## config.mk

```make
export PLATFORM = sky130hd
export DESIGN_NAME = btw_top
export DESIGN_NICKNAME = d
export VERILOG_FILES = /design/src/core/btw_pkg.sv /design/src/core/btw_basic_counter.sv /design/src/core/btw_divider.sv /design/src/core/btw_top.sv
export SDC_FILE = /design/constraint.sdc
export NUM_CORES = 1
export LEC_CHECK = 0
export BUFFER_PORTS_ARGS = -buffer_cell sky130_fd_sc_hd__buf_4
export CAP_MARGIN = 20
export CORE_MARGIN = 4
export CORE_UTILIZATION = 51
export DETAILED_ROUTE_END_ITERATION = 7
export MAX_ROUTING_LAYER = met4
export PLACE_DENSITY = 0.83
export SYNTH_ARGS = -nofsm -noshare
export SYNTH_HDL_FRONTEND = slang
export SYNTH_SLANG_ARGS = --single-unit
```

## constraint.sdc

```tcl
create_clock -name hclk -period 3.8 [get_ports hclk]
set_input_delay 0.38 -clock hclk [delete_from_list [all_inputs] [get_ports hclk]]
set_output_delay 0.38 -clock hclk [all_outputs]
set_load 0.01 [all_outputs]
```

## src/core/btw_pkg.sv

```systemverilog
// Purpose: Shared constants for the basic timer, watchdog and clock control
// Assumes: Registers sit one per aligned 32-bit word on AHB-Lite
// Notes:   Each offset, control field position and reset value is named once here; status bit positions are not
package btw_pkg;
    // ************************************************************
    // Register map
    // ************************************************************
    localparam logic [7:0] OFS_BT_CTRL  = 8'h00;
    localparam logic [7:0] OFS_CLK_CTRL = 8'h04;
    localparam logic [7:0] OFS_STATUS   = 8'h08;

    // ************************************************************
    // Basic timer control fields
    // ************************************************************
    localparam int         BT_WDT_LSB   = 4;
    localparam int         BT_SEL_LSB   = 2;
    localparam int         BT_CNT_CLR   = 1;
    localparam int         BT_DIV_CLR   = 0;
    localparam logic [3:0] WDT_OFF_CODE = 4'hA;
    localparam logic [7:0] BT_CTRL_RST  = 8'h00;

    // ************************************************************
    // System clock control fields
    // ************************************************************
    localparam int         CK_WAKE_DIS  = 7;
    localparam int         CK_SEL_LSB   = 3;
    localparam logic [0:0] CK_WAKE_RST  = 1'h0;
    localparam logic [1:0] CK_SEL_RST   = 2'h0;

    // ************************************************************
    // Divider widths and terminal masks
    // ************************************************************
    localparam int          DIV_W        = 12;
    localparam int          CNT_W        = 8;
    localparam logic [11:0] BT_MASK_4096 = 12'hFFF;
    localparam logic [11:0] BT_MASK_1024 = 12'h3FF;
    localparam logic [11:0] BT_MASK_128  = 12'h07F;
    localparam logic [11:0] BT_MASK_16   = 12'h00F;
    localparam logic [3:0]  CK_MASK_16   = 4'hF;
    localparam logic [3:0]  CK_MASK_8    = 4'h7;
    localparam logic [3:0]  CK_MASK_2    = 4'h1;
    localparam logic [3:0]  CK_MASK_1    = 4'h0;

    // ************************************************************
    // AHB-Lite
    // ************************************************************
    localparam logic [1:0] HTRANS_NONSEQ = 2'h2;
    localparam logic [1:0] HTRANS_SEQ    = 2'h3;
endpackage

```

## src/core/btw_basic_counter.sv

```systemverilog
// Purpose: 8-bit basic timer counter with clear and overflow pulse
// Assumes: inc is a one-cycle tick from the basic timer divider
// Notes:   Clear wins over increment in the same cycle
`timescale 1ns/1ps
module btw_basic_counter (
    // Clock and reset
    input  wire logic                      hclk,
    input  wire logic                      hresetn,
    // Control
    input  wire logic                      inc,
    input  wire logic                      clear,
    // State
    output logic [btw_pkg::CNT_W-1:0]      count,
    output logic                           overflow
);
    typedef struct packed {
        logic [btw_pkg::CNT_W-1:0] cnt;
        logic                      ovf;
    } btw_cnt_s;

    btw_cnt_s state_reg;
    btw_cnt_s state_next;

    always_comb begin
        state_next     = state_reg;
        state_next.ovf = 1'b0;
        if (clear) begin
            state_next.cnt = '0;
        end else if (inc) begin
            state_next.cnt = state_reg.cnt + 1'b1;
            state_next.ovf = &state_reg.cnt;
        end
    end

    always_ff @(posedge hclk or negedge hresetn) begin
        if (!hresetn) begin
            state_reg <= '0;
        end else begin
            state_reg <= state_next;
        end
    end

    assign count    = state_reg.cnt;
    assign overflow = state_reg.ovf;
endmodule

```

## src/core/btw_divider.sv

```systemverilog
// Purpose: Free-running fxx divider with synchronous clear
// Assumes: fxx arrives as a one-cycle tick in the hclk domain
// Notes:   Count is the divider state; taps are decoded by the user
`timescale 1ns/1ps
module btw_divider (
    // Clock and reset
    input  wire logic                      hclk,
    input  wire logic                      hresetn,
    // Control
    input  wire logic                      fxx_tick,
    input  wire logic                      clear,
    // State
    output logic [btw_pkg::DIV_W-1:0]      count
);
    typedef struct packed {
        logic [btw_pkg::DIV_W-1:0] cnt;
    } btw_div_s;

    btw_div_s state_reg;
    btw_div_s state_next;

    always_comb begin
        state_next = state_reg;
        if (clear) begin
            state_next.cnt = '0;
        end else if (fxx_tick) begin
            state_next.cnt = state_reg.cnt + 1'b1;
        end
    end

    always_ff @(posedge hclk or negedge hresetn) begin
        if (!hresetn) begin
            state_reg <= '0;
        end else begin
            state_reg <= state_next;
        end
    end

    assign count = state_reg.cnt;
endmodule

```

## src/core/btw_top.sv

```systemverilog
// Purpose: Basic timer, watchdog and system clock prescaler control
// Assumes: Oscillator ticks and wake request are synchronous to hclk
// Notes:   Zero-wait AHB-Lite slave, always OKAY
`timescale 1ns/1ps
module btw_top (
    // Clock and reset
    input  wire logic                  hclk,
    input  wire logic                  hresetn,
    // AHB-Lite slave
    input  wire logic                  hsel,
    input  wire logic [31:0]           haddr,
    input  wire logic [1:0]            htrans,
    input  wire logic                  hwrite,
    input  wire logic [2:0]            hsize,
    input  wire logic                  hready,
    input  wire logic [31:0]           hwdata,
    output logic [31:0]                hrdata,
    output logic                       hreadyout,
    output logic                       hresp,
    // Oscillator sources
    input  wire logic                  main_osc_tick,
    input  wire logic                  sub_osc_tick,
    input  wire logic                  sub_osc_select,
    // Power-down wake
    input  wire logic                  osc_irq,
    output logic                       main_wake,
    // Clock and timer outputs
    output logic                       sys_clk_tick,
    output logic                       bt_clk_tick,
    output logic [11:0]                tc_div_count,
    output logic [7:0]                 bt_count,
    // Watchdog
    output logic                       wdt_reset
);
    // ************************************************************
    // Types
    // ************************************************************
    typedef enum logic [1:0] {
        BTW_IDLE  = 2'b01,
        BTW_WDATA = 2'b10
    } btw_bus_e;

    typedef struct packed {
        btw_bus_e    bus;
        logic [7:0]  waddr;
        logic [31:0] rdata;
        logic [3:0]  wdt_code;
        logic [1:0]  bt_sel;
        logic        wake_dis;
        logic [1:0]  ck_sel;
        logic [3:0]  ck_div;
        logic        cnt_clr;
        logic        div_clr;
        logic        sys_tick;
        logic        bt_tick;
        logic        wake;
        logic        wdt_rst;
        logic [11:0] tc_cnt;
        logic [7:0]  bt_cnt;
    } btw_state_s;

    // ************************************************************
    // Signals
    // ************************************************************
    btw_state_s  state_reg;
    btw_state_s  state_next;
    logic        fxx_tick;
    logic [11:0] bt_div_count;
    logic [11:0] tc_div_raw;
    logic [7:0]  bt_cnt_raw;
    logic        bt_overflow;
    logic [11:0] bt_mask;
    logic [3:0]  ck_mask;
    logic        bt_tick_now;
    logic        addr_phase;
    logic        wdt_enabled;
    logic [7:0]  bt_ctrl_rd;
    logic [7:0]  ck_ctrl_rd;
    logic [7:0]  status_rd;

    // ************************************************************
    // Clock source
    // ************************************************************
    assign fxx_tick = sub_osc_select ? sub_osc_tick : main_osc_tick;

    // ************************************************************
    // Dividers and basic timer counter
    // ************************************************************
    btw_divider u_bt_div (
        .hclk     (hclk),
        .hresetn  (hresetn),
        .fxx_tick (fxx_tick),
        .clear    (state_reg.div_clr),
        .count    (bt_div_count)
    );

    btw_divider u_tc_div (
        .hclk     (hclk),
        .hresetn  (hresetn),
        .fxx_tick (fxx_tick),
        .clear    (state_reg.div_clr),
        .count    (tc_div_raw)
    );

    btw_basic_counter u_bt_cnt (
        .hclk     (hclk),
        .hresetn  (hresetn),
        .inc      (bt_tick_now),
        .clear    (state_reg.cnt_clr),
        .count    (bt_cnt_raw),
        .overflow (bt_overflow)
    );

    // ************************************************************
    // Tap decode
    // ************************************************************
    always_comb begin
        case (state_reg.bt_sel)
            2'b00:   bt_mask = btw_pkg::BT_MASK_4096;
            2'b01:   bt_mask = btw_pkg::BT_MASK_1024;
            2'b10:   bt_mask = btw_pkg::BT_MASK_128;
            2'b11:   bt_mask = btw_pkg::BT_MASK_16;
            default: bt_mask = btw_pkg::BT_MASK_4096;
        endcase
    end

    always_comb begin
        case (state_reg.ck_sel)
            2'b00:   ck_mask = btw_pkg::CK_MASK_16;
            2'b01:   ck_mask = btw_pkg::CK_MASK_8;
            2'b10:   ck_mask = btw_pkg::CK_MASK_2;
            2'b11:   ck_mask = btw_pkg::CK_MASK_1;
            default: ck_mask = btw_pkg::CK_MASK_16;
        endcase
    end

    // Tick when all selected low divider bits are one and fxx advances
    assign bt_tick_now = fxx_tick && !state_reg.div_clr
                         && ((bt_div_count & bt_mask) == bt_mask);

    assign wdt_enabled = (state_reg.wdt_code != btw_pkg::WDT_OFF_CODE);

    // ************************************************************
    // Read data
    // ************************************************************
    // Clear strobes read back as zero
    assign bt_ctrl_rd = {state_reg.wdt_code, state_reg.bt_sel, 2'b00};
    assign ck_ctrl_rd = {state_reg.wake_dis, 2'b00, state_reg.ck_sel, 3'b000};
    assign status_rd  = {6'h00, wdt_enabled, sub_osc_select};

    assign addr_phase = hsel && hready && htrans[1];

    // ************************************************************
    // Next state
    // ************************************************************
    always_comb begin
        state_next          = state_reg;
        state_next.cnt_clr  = 1'b0;
        state_next.div_clr  = 1'b0;
        state_next.sys_tick = 1'b0;
        state_next.wdt_rst  = 1'b0;
        state_next.bt_tick  = bt_tick_now;
        state_next.tc_cnt   = tc_div_raw;
        state_next.bt_cnt   = bt_cnt_raw;
        state_next.wake     = osc_irq && !state_reg.wake_dis;
        state_next.wdt_rst  = bt_overflow && wdt_enabled;

        // System clock prescaler
        if (state_reg.div_clr) begin
            state_next.ck_div = 4'h0;
        end else if (fxx_tick) begin
            state_next.ck_div = state_reg.ck_div + 4'h1;
            state_next.sys_tick = ((state_reg.ck_div & ck_mask) == ck_mask);
        end

        // Bus data phase
        case (state_reg.bus)
            BTW_IDLE: begin
                state_next.bus = BTW_IDLE;
            end
            BTW_WDATA: begin
                state_next.bus = BTW_IDLE;
                case (state_reg.waddr)
                    btw_pkg::OFS_BT_CTRL: begin
                        state_next.wdt_code = hwdata[btw_pkg::BT_WDT_LSB +: 4];
                        state_next.bt_sel   = hwdata[btw_pkg::BT_SEL_LSB +: 2];
                        state_next.cnt_clr  = hwdata[btw_pkg::BT_CNT_CLR];
                        state_next.div_clr  = hwdata[btw_pkg::BT_DIV_CLR];
                    end
                    btw_pkg::OFS_CLK_CTRL: begin
                        state_next.wake_dis = hwdata[btw_pkg::CK_WAKE_DIS];
                        state_next.ck_sel   = hwdata[btw_pkg::CK_SEL_LSB +: 2];
                    end
                    default: begin
                        state_next.wake_dis = state_reg.wake_dis;
                    end
                endcase
            end
            default: begin
                state_next.bus = BTW_IDLE;
            end
        endcase

        // Address phase
        if (addr_phase) begin
            state_next.waddr = haddr[7:0];
            if (hwrite) begin
                state_next.bus   = BTW_WDATA;
                state_next.rdata = 32'h00000000;
            end else begin
                case (haddr[7:0])
                    btw_pkg::OFS_BT_CTRL:  state_next.rdata = {24'h000000, bt_ctrl_rd};
                    btw_pkg::OFS_CLK_CTRL: state_next.rdata = {24'h000000, ck_ctrl_rd};
                    btw_pkg::OFS_STATUS:   state_next.rdata = {24'h000000, status_rd};
                    default:               state_next.rdata = 32'h00000000;
                endcase
            end
        end
    end

    // ************************************************************
    // State register
    // ************************************************************
    always_ff @(posedge hclk or negedge hresetn) begin
        if (!hresetn) begin
            state_reg          <= '0;
            state_reg.bus      <= BTW_IDLE;
            state_reg.wdt_code <= btw_pkg::BT_CTRL_RST[7:4];
            state_reg.bt_sel   <= btw_pkg::BT_CTRL_RST[3:2];
            state_reg.wake_dis <= btw_pkg::CK_WAKE_RST[0];
            state_reg.ck_sel   <= btw_pkg::CK_SEL_RST;
        end else begin
            state_reg <= state_next;
        end
    end

    // ************************************************************
    // Outputs
    // ************************************************************
    assign hrdata       = state_reg.rdata;
    assign hreadyout    = 1'b1;
    assign hresp        = 1'b0;
    assign main_wake    = state_reg.wake;
    assign sys_clk_tick = state_reg.sys_tick;
    assign bt_clk_tick  = state_reg.bt_tick;
    assign tc_div_count = state_reg.tc_cnt;
    assign bt_count     = state_reg.bt_cnt;
    assign wdt_reset    = state_reg.wdt_rst;
endmodule

```

==> flow_summary.json, run 1 <==
{
  "status": "completed",
  "first_iter_violations": 120,
  "period_share_pct": 59.2,
  "ir_worst_vdd_mv": 0.186,
  "finalNetCount": 496,
  "slew-limit-headroom_pct": 33.5,
  "yosys-top-cells-area": "dfrtp_1, buf_4, nand2_1",
  "rows": 32,
  "ant_nets": 0,
  "crit_fanout": 31,
  "dp_cells": 503,
  "hold_viol": 0,
  "critical_path.startpoint_type": "flop",
  "hpwl_mm": 5.15,
  "vias_per_cell": 5.23,
  "multi_input_area_mm2": 0.00147,
  "io_buffers": 57,
  "internal-power_w": 0.00162,
  "critical-path-max-stage-delay_ns": 0.75,
  "crit_required_ns": 4.05,
  "ioPinCount": 136,
  "grt_usage_pct": 16.6,
  "first_pass_iters": 4,
  "drc": 0,
  "diodes": 0,
  "swShare_pct": 30.3,
  "via_count": 2724,
  "syn_to_final_growth_pct": 10.5,
  "fin_setup_tns_ns": 0,
  "maxCapViolCount": 0,
  "layout-drive-gt1-share_pct": 21.2,
  "crit_chain": "inv_1 -> o211ai_1 -> nor4_1 -> mux2_1",
  "globalplace.congestion": 0.806,
  "power_frac_comb_pct": 18.0,
  "yosys_warnings": 0,
  "post_cts.resized_instances": 0,
  "p_clk_share_pct": 27.6,
  "pre_cts_ws_ns": 1.55,
  "crit_type": "reg -> reg",
  "core_mm2": 0.00781,
  "totalWireLength_mm": 7.40,
  "grt.overflow.total": 0,
  "clk_pin_slew_ns": 0.09,
  "synthDistinctLibCells": 44,
  "cts_root_buffer": "clkbuf_8",
  "async_reset_ff_share_pct": 100,
  "maxSlewViolCount": 0,
  "hp-class": "in -> reg",
  "switching_power_w": 0.000705,
  "die_w_um": 97.9,
  "grt_max_degree": 91,
  "worstMarginPinSlew_ns": 0.998,
  "clk-insertion-delay-late_ns": 0.36,
  "cts_sinks": 90,
  "yosysSeqAreaShare_pct": 54.7,
  "setup_ws_ns": 1.55,
  "ys_ff_latch": 90,
  "critical-path-slowest-cell": "dfrtp_1",
  "largest_reg_flops": 16,
  "nFillCells": 611,
  "setup_viol": 0,
  "skew_ns": 0.00913,
  "synth_top_area_share_pct": 54.1,
  "p_seq_share_pct": 54.5,
  "avgSynthCellArea_um2": 10.7,
  "rsz0062_at_grt": "false",
  "grt_pass1_vias": 2630,
  "antenna_found_initial": 0,
  "grt_pass1_wl_mm": 12.7,
  "min_period_ns": 2.25,
  "clock_path_buffers": 2,
  "die_h_um": 97.9,
  "cp.arrival_ns": 2.50,
  "post_drt_wl_per_cell_um": 14.2,
  "yosys-top-cells-count": "dfrtp_1, buf_4, nand2_1, nor2_1",
  "synth_most_common_cell": "dfrtp_1",
  "fmax_mhz": 444,
  "synth_ff_type": "dfrtp_1",
  "initial_utilization_pct": 52.8,
  "dieArea_mm2": 0.00958,
  "numCtsBuffers": 9,
  "cts_tree": "built",
  "power.leakage_nw": 2.20,
  "syn_area_mm2": 0.00412,
  "regArea_mm2": 0.00225,
  "power_density_mw_per_mm2": 512,
  "end_kind": "flop",
  "synth_edf_count": 0,
  "netlist_instances": 384,
  "htreeDepth": 3,
  "instances_no_fill": 521,
  "synth_area_leader_cell": "dfrtp_1"
}
==> final cells by class <==
type / count / area share [%]
Clock inverter: 6 / 1.46
Clock buffer: 10 / 2.80
Inverter: 11 / 0.907
Sequential cell: 90 / 49.5
Multi-Input combinational cell: 243 / 32.3
Timing Repair Buffer: 59 / 10.2
Tap cell: 102 / 2.80
==> metrics by stage <==
step,cell area [um^2],hold WS [ns],power [W],util (%)
3_3_place_gp,4320,0.381,0.00167,55.3
6_report,4550,0.211,0.00233,58.3
5_1_grt,4550,0.213,0.00247,58.3
3_5_place_dp,4320,0.404,0.00170,55.3
2_1_floorplan,4210,0.0844,0.00158,-
4_1_cts,4510,0.198,0.00234,57.8
==> worst max-delay path: cells and delay by family (launching register included) <==
family,cells,cell delay [ns]
muxes,1,0.37
AOI/OAI and AO/OA,1,0.30
and+or+nand+nor,1,0.47
buffers and inverters,1,0.25
DFF,1,0.75
==> final timing paths <==
kind	start	depth (start not counted)	slack [ns]	endpoint
worst max-delay path	state_reg[24]	4	1.55	u_bt_cnt.count[6]
worst min-delay path	haddr[1]	3	0.21	state_reg[72]
worst max register to register	state_reg[24]	4	1.55	u_bt_cnt.count[6]
worst min register to register	u_bt_cnt.count[7]	0	0.42	bt_count[7]
max in group asynchronous	hresetn	3	2.76	state_reg[79]
min in group asynchronous	hresetn	2	0.41	tc_div_count[2]
==> placed cells by master, fill, tap and decap left out, drive strengths merged, types with 3 or more instances in the layout <==
cell type and instances:
and3 7, xnor2 8, inv 12, a21oi 10, clkinvlp 3, buf 58
nand2 43, o21ai 10, dfrtp 89, xor2 9, nor4 8, nand2b 3
conb 26, nand3 8, mux2i 5, nor3 3, a22o 3, nor2b 11
ha 4, nor2 32, clkbuf 10, nor4b 3, or3 5, mux2 18
nand4 10
==> power groups by stage <==
stage          Clock (W)  Sequential [W]  Combinational [W]
6_report        0.000643         0.00127           0.000418
5_1_grt         0.000705         0.00130           0.000470
4_1_cts         0.000655         0.00127           0.000418
3_5_place_dp           0         0.00128           0.000413
3_3_place_gp           0         0.00127           0.000394
2_1_floorplan          0         0.00125           0.000340
==> kinds of logic (layout without fill, tap and decap cells) <==
logic type      Yosys count  count (layout)  synth area share (%)
mux                      23              23                  6.23
xor+xnor                 17              17                  3.61
simple gates            142             142                  17.6
fa+ha+maj                 4               4                  1.22
flops                    90              90                  54.7
other cells               2              26                 0.182
buf+inv                  75              86                  11.8
compound gates           31              31                  4.68
==> per-layer routing <==
metal | up-vias | wire length, um | GRT usage, %
li1 | 1278 | - | -
met1 | 1359 | 3000 | 20.1
met2 | 71 | 3900 | 27.4
met3 | 16 | 387 | 4.43
met4 | 0 | 120 | 5.11
met5 | - | 0 | -
==> what timing repair did <==
item,CTS,global route
hold endpoints to repair,0,14
hold buffers,0,1
buffers inserted,0,0
Note: power is estimated with default switching activity, not from simulation.
==> run 2: changes to the inputs <==
--- a/config.mk
+++ b/config.mk
@@ -8,10 +8,10 @@
 export BUFFER_PORTS_ARGS = -buffer_cell sky130_fd_sc_hd__buf_4
 export CAP_MARGIN = 20
 export CORE_MARGIN = 4
-export CORE_UTILIZATION = 51
+export CORE_UTILIZATION = 46
 export DETAILED_ROUTE_END_ITERATION = 7
 export MAX_ROUTING_LAYER = met4
-export PLACE_DENSITY = 0.83
+export PLACE_DENSITY = 0.8
 export SYNTH_ARGS = -nofsm -noshare
 export SYNTH_HDL_FRONTEND = slang
 export SYNTH_SLANG_ARGS = --single-unit
==> constraint.sdc (replaced) <==
create_clock -name hclk -period 1.95 [get_ports hclk]
set_input_delay 0.195 -clock hclk [delete_from_list [all_inputs] [get_ports hclk]]
set_output_delay 0.195 -clock hclk [all_outputs]
set_load 0.01 [all_outputs]
==> flow_summary.json, run 2 (same netlist as run 1, synthesis figures left out) <==
{
  "power_frac_comb_pct": 19.8,
  "die_w_um": 103,
  "cts_sinks": 90,
  "cp_num_buf_inv": 1,
  "period_share_pct": 94.0,
  "post_cts_buffers": 0,
  "ant_nets": 0,
  "skew_ns": 0.0158,
  "critical-path-top-delay-family": "simple AND/OR/NAND/NOR gates",
  "hpwl_mm": 5.41,
  "rows": 34,
  "clock_path_buffers": 2,
  "crit_fanout": 11,
  "finalNetCount": 505,
  "maxSlewViolCount": 0,
  "die_h_um": 103,
  "hold_viol": 0,
  "power_density_mw_per_mm2": 970,
  "cts_root_buffer": "clkbuf_8",
  "diodes": 0,
  "critical-path-slowest-cell": "or3_4",
  "clk-insertion-delay-late_ns": 0.35,
  "critical-path-max-stage-delay_ns": 0.45,
  "post_drt_wl_per_cell_um": 13.9,
  "min_period_ns": 1.83,
  "first_pass_iters": 4,
  "layout_commonest_cell": "dfrtp_1",
  "crit_chain": "ha_1 -> inv_1 -> or3_4 -> nor4_1 -> mux2_1",
  "place_area_mm2": 0.00442,
  "grt.overflow.total": 0,
  "regArea_mm2": 0.00225,
  "ir_worst_vdd_mv": 0.453,
  "clk_pin_slew_ns": 0.08,
  "globalplace.congestion": 0.814,
  "slew-limit-headroom_pct": 52.8,
  "maxCapViolCount": 0,
  "ioPinCount": 136,
  "status": "completed",
  "layout-drive-gt1-share_pct": 23.4,
  "switching_power_w": 0.00133,
  "grt_pass1_wl_mm": 12.1,
  "fmax_mhz": 546,
  "core_mm2": 0.00872,
  "syn_to_final_growth_pct": 12.1,
  "initial_utilization_pct": 47.2,
  "crit_type": "reg -> reg",
  "hp-class": "in -> reg",
  "swShare_pct": 29.7,
  "nFillCells": 750,
  "instances_no_fill": 536,
  "antenna_found_initial": 0,
  "internal-power_w": 0.00315,
  "multi_input_area_mm2": 0.00148,
  "dieArea_mm2": 0.0105,
  "drc": 0,
  "layout_common_cells": "dfrtp_1, buf_4, nand2_1",
  "via_count": 2694,
  "htreeDepth": 3,
  "setup_viol": 0,
  "first_iter_violations": 162,
  "vias_per_cell": 5.03,
  "p_seq_share_pct": 54.8,
  "io_buffers": 57,
  "rsz0062_at_grt": "true",
  "dp_cells": 519,
  "critical_path.startpoint_type": "flop",
  "numCtsBuffers": 9,
  "end_kind": "flop",
  "worstMarginPinSlew_ns": 0.698,
  "grt_pass1_vias": 2573,
  "hold_slack_ns": 0.0417,
  "grt_usage_pct": 15.0,
  "finalPower_w": 0.00448,
  "cts_tree": "built",
  "largest_reg_flops": 16,
  "totalWireLength_mm": 7.43,
  "fin_area_mm2": 0.00462,
  "p_clk_share_pct": 25.4,
  "power.leakage_nw": 2.25,
  "crit_required_ns": 2.18,
  "cp.arrival_ns": 2.07,
  "grt_max_degree": 48
}
run 2: power groups by stage:
stage	sequential, W	clock [W]	combinational [W]
after global routing	0.00251	0.00125	0.00100
after detailed placement	0.00248	0	0.000881
after floorplan	0.00243	0	0.000662
after global placement	0.00247	0	0.000848
final	0.00245	0.00114	0.000886
after CTS	0.00245	0.00117	0.000898
run 2: layout make-up:
| type | count | area share [%] |
|---|---|---|
| flip-flops and latches | 90 | 48.8 |
| multi-input cells | 243 | 32.1 |
| clock buffers | 12 | 3.36 |
| inverters | 11 | 0.894 |
| repair buffers | 68 | 11.4 |
| clock inverters | 4 | 0.569 |
| well taps | 108 | 2.93 |
run 2: final timing paths:
kind | slack (ns) | cells after the start | to | from
min | 0.04 | 3 | state_reg[71] | haddr[0]
max in group asynchronous | 0.86 | 3 | state_reg[79] | hresetn
min reg2reg | 0.41 | 0 | bt_count[5] | u_bt_cnt.count[5]
min in group asynchronous | 0.39 | 2 | tc_div_count[6] | hresetn
max reg2reg | 0.12 | 5 | u_bt_cnt.count[7] | u_bt_div.count[1]
max | 0.12 | 5 | u_bt_cnt.count[7] | u_bt_div.count[1]
run 2: through the flow:
step	util (%)	TNS, ns	setup WS [ns]
finish	53.0	0	0.117
global route	53.0	-0.0421	-0.0234
CTS	53.0	0	0.111
detailed placement	50.6	-0.0176	-0.0176
global placement	50.6	0	0.0235
floorplan	-	0	0.0514
run 2: timing repair:
action,4_1_cts,5_1_grt
hold buffers,1,0
setup endpoints to repair,1,2
hold endpoints to repair,45,0
resized for setup,2,0
run 2: layer usage:
| layer | share of wire (%) | track usage (%) | vias to the layer above |
|---|---|---|---|
| met2 | 50 | 24.1 | 62 |
| met5 | 0 | - | - |
| met3 | 4.9 | 2.71 | 20 |
| li1 | - | - | 1297 |
| met1 | 43 | 18.6 | 1315 |
| met4 | 2.2 | 6.56 | 0 |
run 2: worst reg2reg max path, cell delays in order, from the launching register on:
cell and delay (ns):
dfrtp_1 0.37, ha_1 0.15, inv_1 0.05, or3_4 0.45
nor4_1 0.34, mux2_1 0.37
==> run 3: changes to the inputs <==
--- a/config.mk
+++ b/config.mk
@@ -8,10 +8,11 @@
 export BUFFER_PORTS_ARGS = -buffer_cell sky130_fd_sc_hd__buf_4
 export CAP_MARGIN = 20
 export CORE_MARGIN = 4
-export CORE_UTILIZATION = 46
+export CORE_UTILIZATION = 47
+export CTS_BUF_LIST = sky130_fd_sc_hd__clkbuf_4 sky130_fd_sc_hd__clkbuf_8
 export DETAILED_ROUTE_END_ITERATION = 7
 export MAX_ROUTING_LAYER = met4
-export PLACE_DENSITY = 0.8
+export PLACE_DENSITY = 0.81
 export SYNTH_ARGS = -nofsm -noshare
 export SYNTH_HDL_FRONTEND = slang
 export SYNTH_SLANG_ARGS = --single-unit
==> flow_summary.json, run 3 (same netlist as run 1, synthesis figures left out) <==
{
  "rows": 33,
  "clk-insertion-delay-late_ns": 0.36,
  "place_area_mm2": 0.00441,
  "period_share_pct": 94.7,
  "cp.arrival_ns": 2.10,
  "startpoint": "u_bt_div.count[6]",
  "ant_nets": 0,
  "fin_area_mm2": 0.00469,
  "cts_tree": "built",
  "layout_commonest_cell": "dfrtp_1",
  "power_frac_comb_pct": 18.3,
  "globalplace.congestion": 0.856,
  "p_seq_share_pct": 50.5,
  "core_mm2": 0.00838,
  "dieArea_mm2": 0.0103,
  "maxSlewViolCount": 0,
  "skew_ns": 0.00996,
  "antenna_found_initial": 0,
  "worst_r2r_endpoint": "u_bt_cnt.count[4]",
  "die_h_um": 102,
  "swShare_pct": 28.6,
  "rrSetupSlack_ns": 0.10,
  "layout-drive-gt1-share_pct": 24.1,
  "ioPinCount": 136,
  "min_period_ns": 1.85,
  "hpwl_mm": 5.37,
  "clock_path_buffers": 2,
  "grt_max_degree": 71,
  "post_drt_wl_per_cell_um": 14.5,
  "setup_viol": 0,
  "regArea_mm2": 0.00225,
  "crit_path_end": "u_bt_cnt.count[4]",
  "vias_per_cell": 5.15,
  "cts_root_buffer": "clkbuf_8",
  "r2r.worst_path.cells": 4,
  "via_count": 2747,
  "ir_worst_vdd_mv": 0.455,
  "grt_pass1_wl_mm": 12.5,
  "cts_sinks": 90,
  "syn_to_final_growth_pct": 13.8,
  "numCtsBuffers": 9,
  "p_clk_share_pct": 31.1,
  "io_buffers": 57,
  "internal-power_w": 0.00347,
  "switching_power_w": 0.00139,
  "crit_type": "reg -> reg",
  "multi_input_area_mm2": 0.00150,
  "grt_usage_pct": 15.8,
  "critical_path.startpoint_type": "flop",
  "first_iter_violations": 146,
  "maxCapViolCount": 0,
  "post_cts_buffers": 0,
  "htreeDepth": 3,
  "clk_pin_slew_ns": 0.09,
  "totalWireLength_mm": 7.74,
  "crit_fanout": 7,
  "layout_common_cells": "dfrtp_1, buf_4, nand2_1",
  "hold_slack_ns": 0.0305,
  "status": "completed",
  "dp_cells": 516,
  "die_w_um": 102,
  "power.leakage_nw": 2.27,
  "largest_reg_flops": 16,
  "nFillCells": 686,
  "power_density_mw_per_mm2": 1040,
  "rsz0062_at_grt": "false",
  "grt_pass1_vias": 2651,
  "instances_no_fill": 533,
  "r2r_start": "u_bt_div.count[6]",
  "worstMarginPinSlew_ns": 0.732,
  "initial_utilization_pct": 49.1,
  "fmax_mhz": 541,
  "hp-class": "in -> reg",
  "diodes": 0,
  "finalNetCount": 505,
  "crit_required_ns": 2.20,
  "end_kind": "flop",
  "grt.overflow.total": 0,
  "hold_viol": 0,
  "first_pass_iters": 4,
  "slew-limit-headroom_pct": 51.0,
  "drc": 0
}
-- run 3: what timing repair did --
action	in CTS	in global routing
endpoints found under the setup margin	5	4
hold buffers	1	0
endpoints found under the hold margin	20	0
resized for setup	2	2
-- run 3: worst min path at each step --
stage,start,endpoint,slack (ns),cells after the start
after floorplan,hresetn,bt_clk_tick,-0.10,0
after global placement,hresetn,tc_div_count[6],0.1,1
after detailed placement,hresetn,tc_div_count[6],0.1,1
after CTS,haddr[4],state_reg[75],0.03,3
after global routing,haddr[0],state_reg[71],0.02,3
final,haddr[4],state_reg[75],0.03,3
-- run 3: power by group through the flow --
stage / Clock [W] / Sequential [W] / Combinational (W)
2_1_floorplan: 0 / 0.00243 / 0.000662
3_3_place_gp: 0 / 0.00247 / 0.000847
3_5_place_dp: 0 / 0.00248 / 0.000883
4_1_cts: 0.00153 / 0.00245 / 0.000902
5_1_grt: 0.00164 / 0.00250 / 0.00100
6_report: 0.00151 / 0.00245 / 0.000891
-- run 3: metal layers --
layer / track usage (%) / up-vias / part of all wire [%]
met4: 6.54 / 0 / 1.8
met1: 19.7 / 1362 / 42
li1: - / 1298 / -
met2: 24.9 / 74 / 50
met5: - / - / 0
met3: 3.72 / 13 / 5.5
-- run 3: area by class of cell --
type                    instances  share of cell area [%]
flip-flops and latches         90                    48.1
multi-input cells             243                    31.9
repair buffers                 68                    11.2
well taps                     105                    2.80
clock buffers                   9                    2.64
clock inverters                 7                    2.48
inverters                      11                   0.881
-- run 3: metrics by stage --
| step | worst slack [ns] | util (%) | setup TNS [ns] | total power (W) |
|---|---|---|---|---|
| finish | 0.103 | 55.9 | 0 | 0.00485 |
| global route | 0.00550 | 55.9 | 0 | 0.00514 |
| CTS | 0.0527 | 55.8 | 0 | 0.00488 |
| detailed placement | -0.108 | 52.6 | -0.108 | 0.00336 |
| global placement | 0.0158 | 52.6 | 0 | 0.00331 |
| floorplan | 0.0514 | - | 0 | 0.00309 |
-- run 3: critical path, stage by stage, from the launching register on --
cell      delay (ns)
dfrtp_1         0.41
and3_1          0.24
o211ai_1        0.61
nor4_1          0.15
mux2_1          0.34
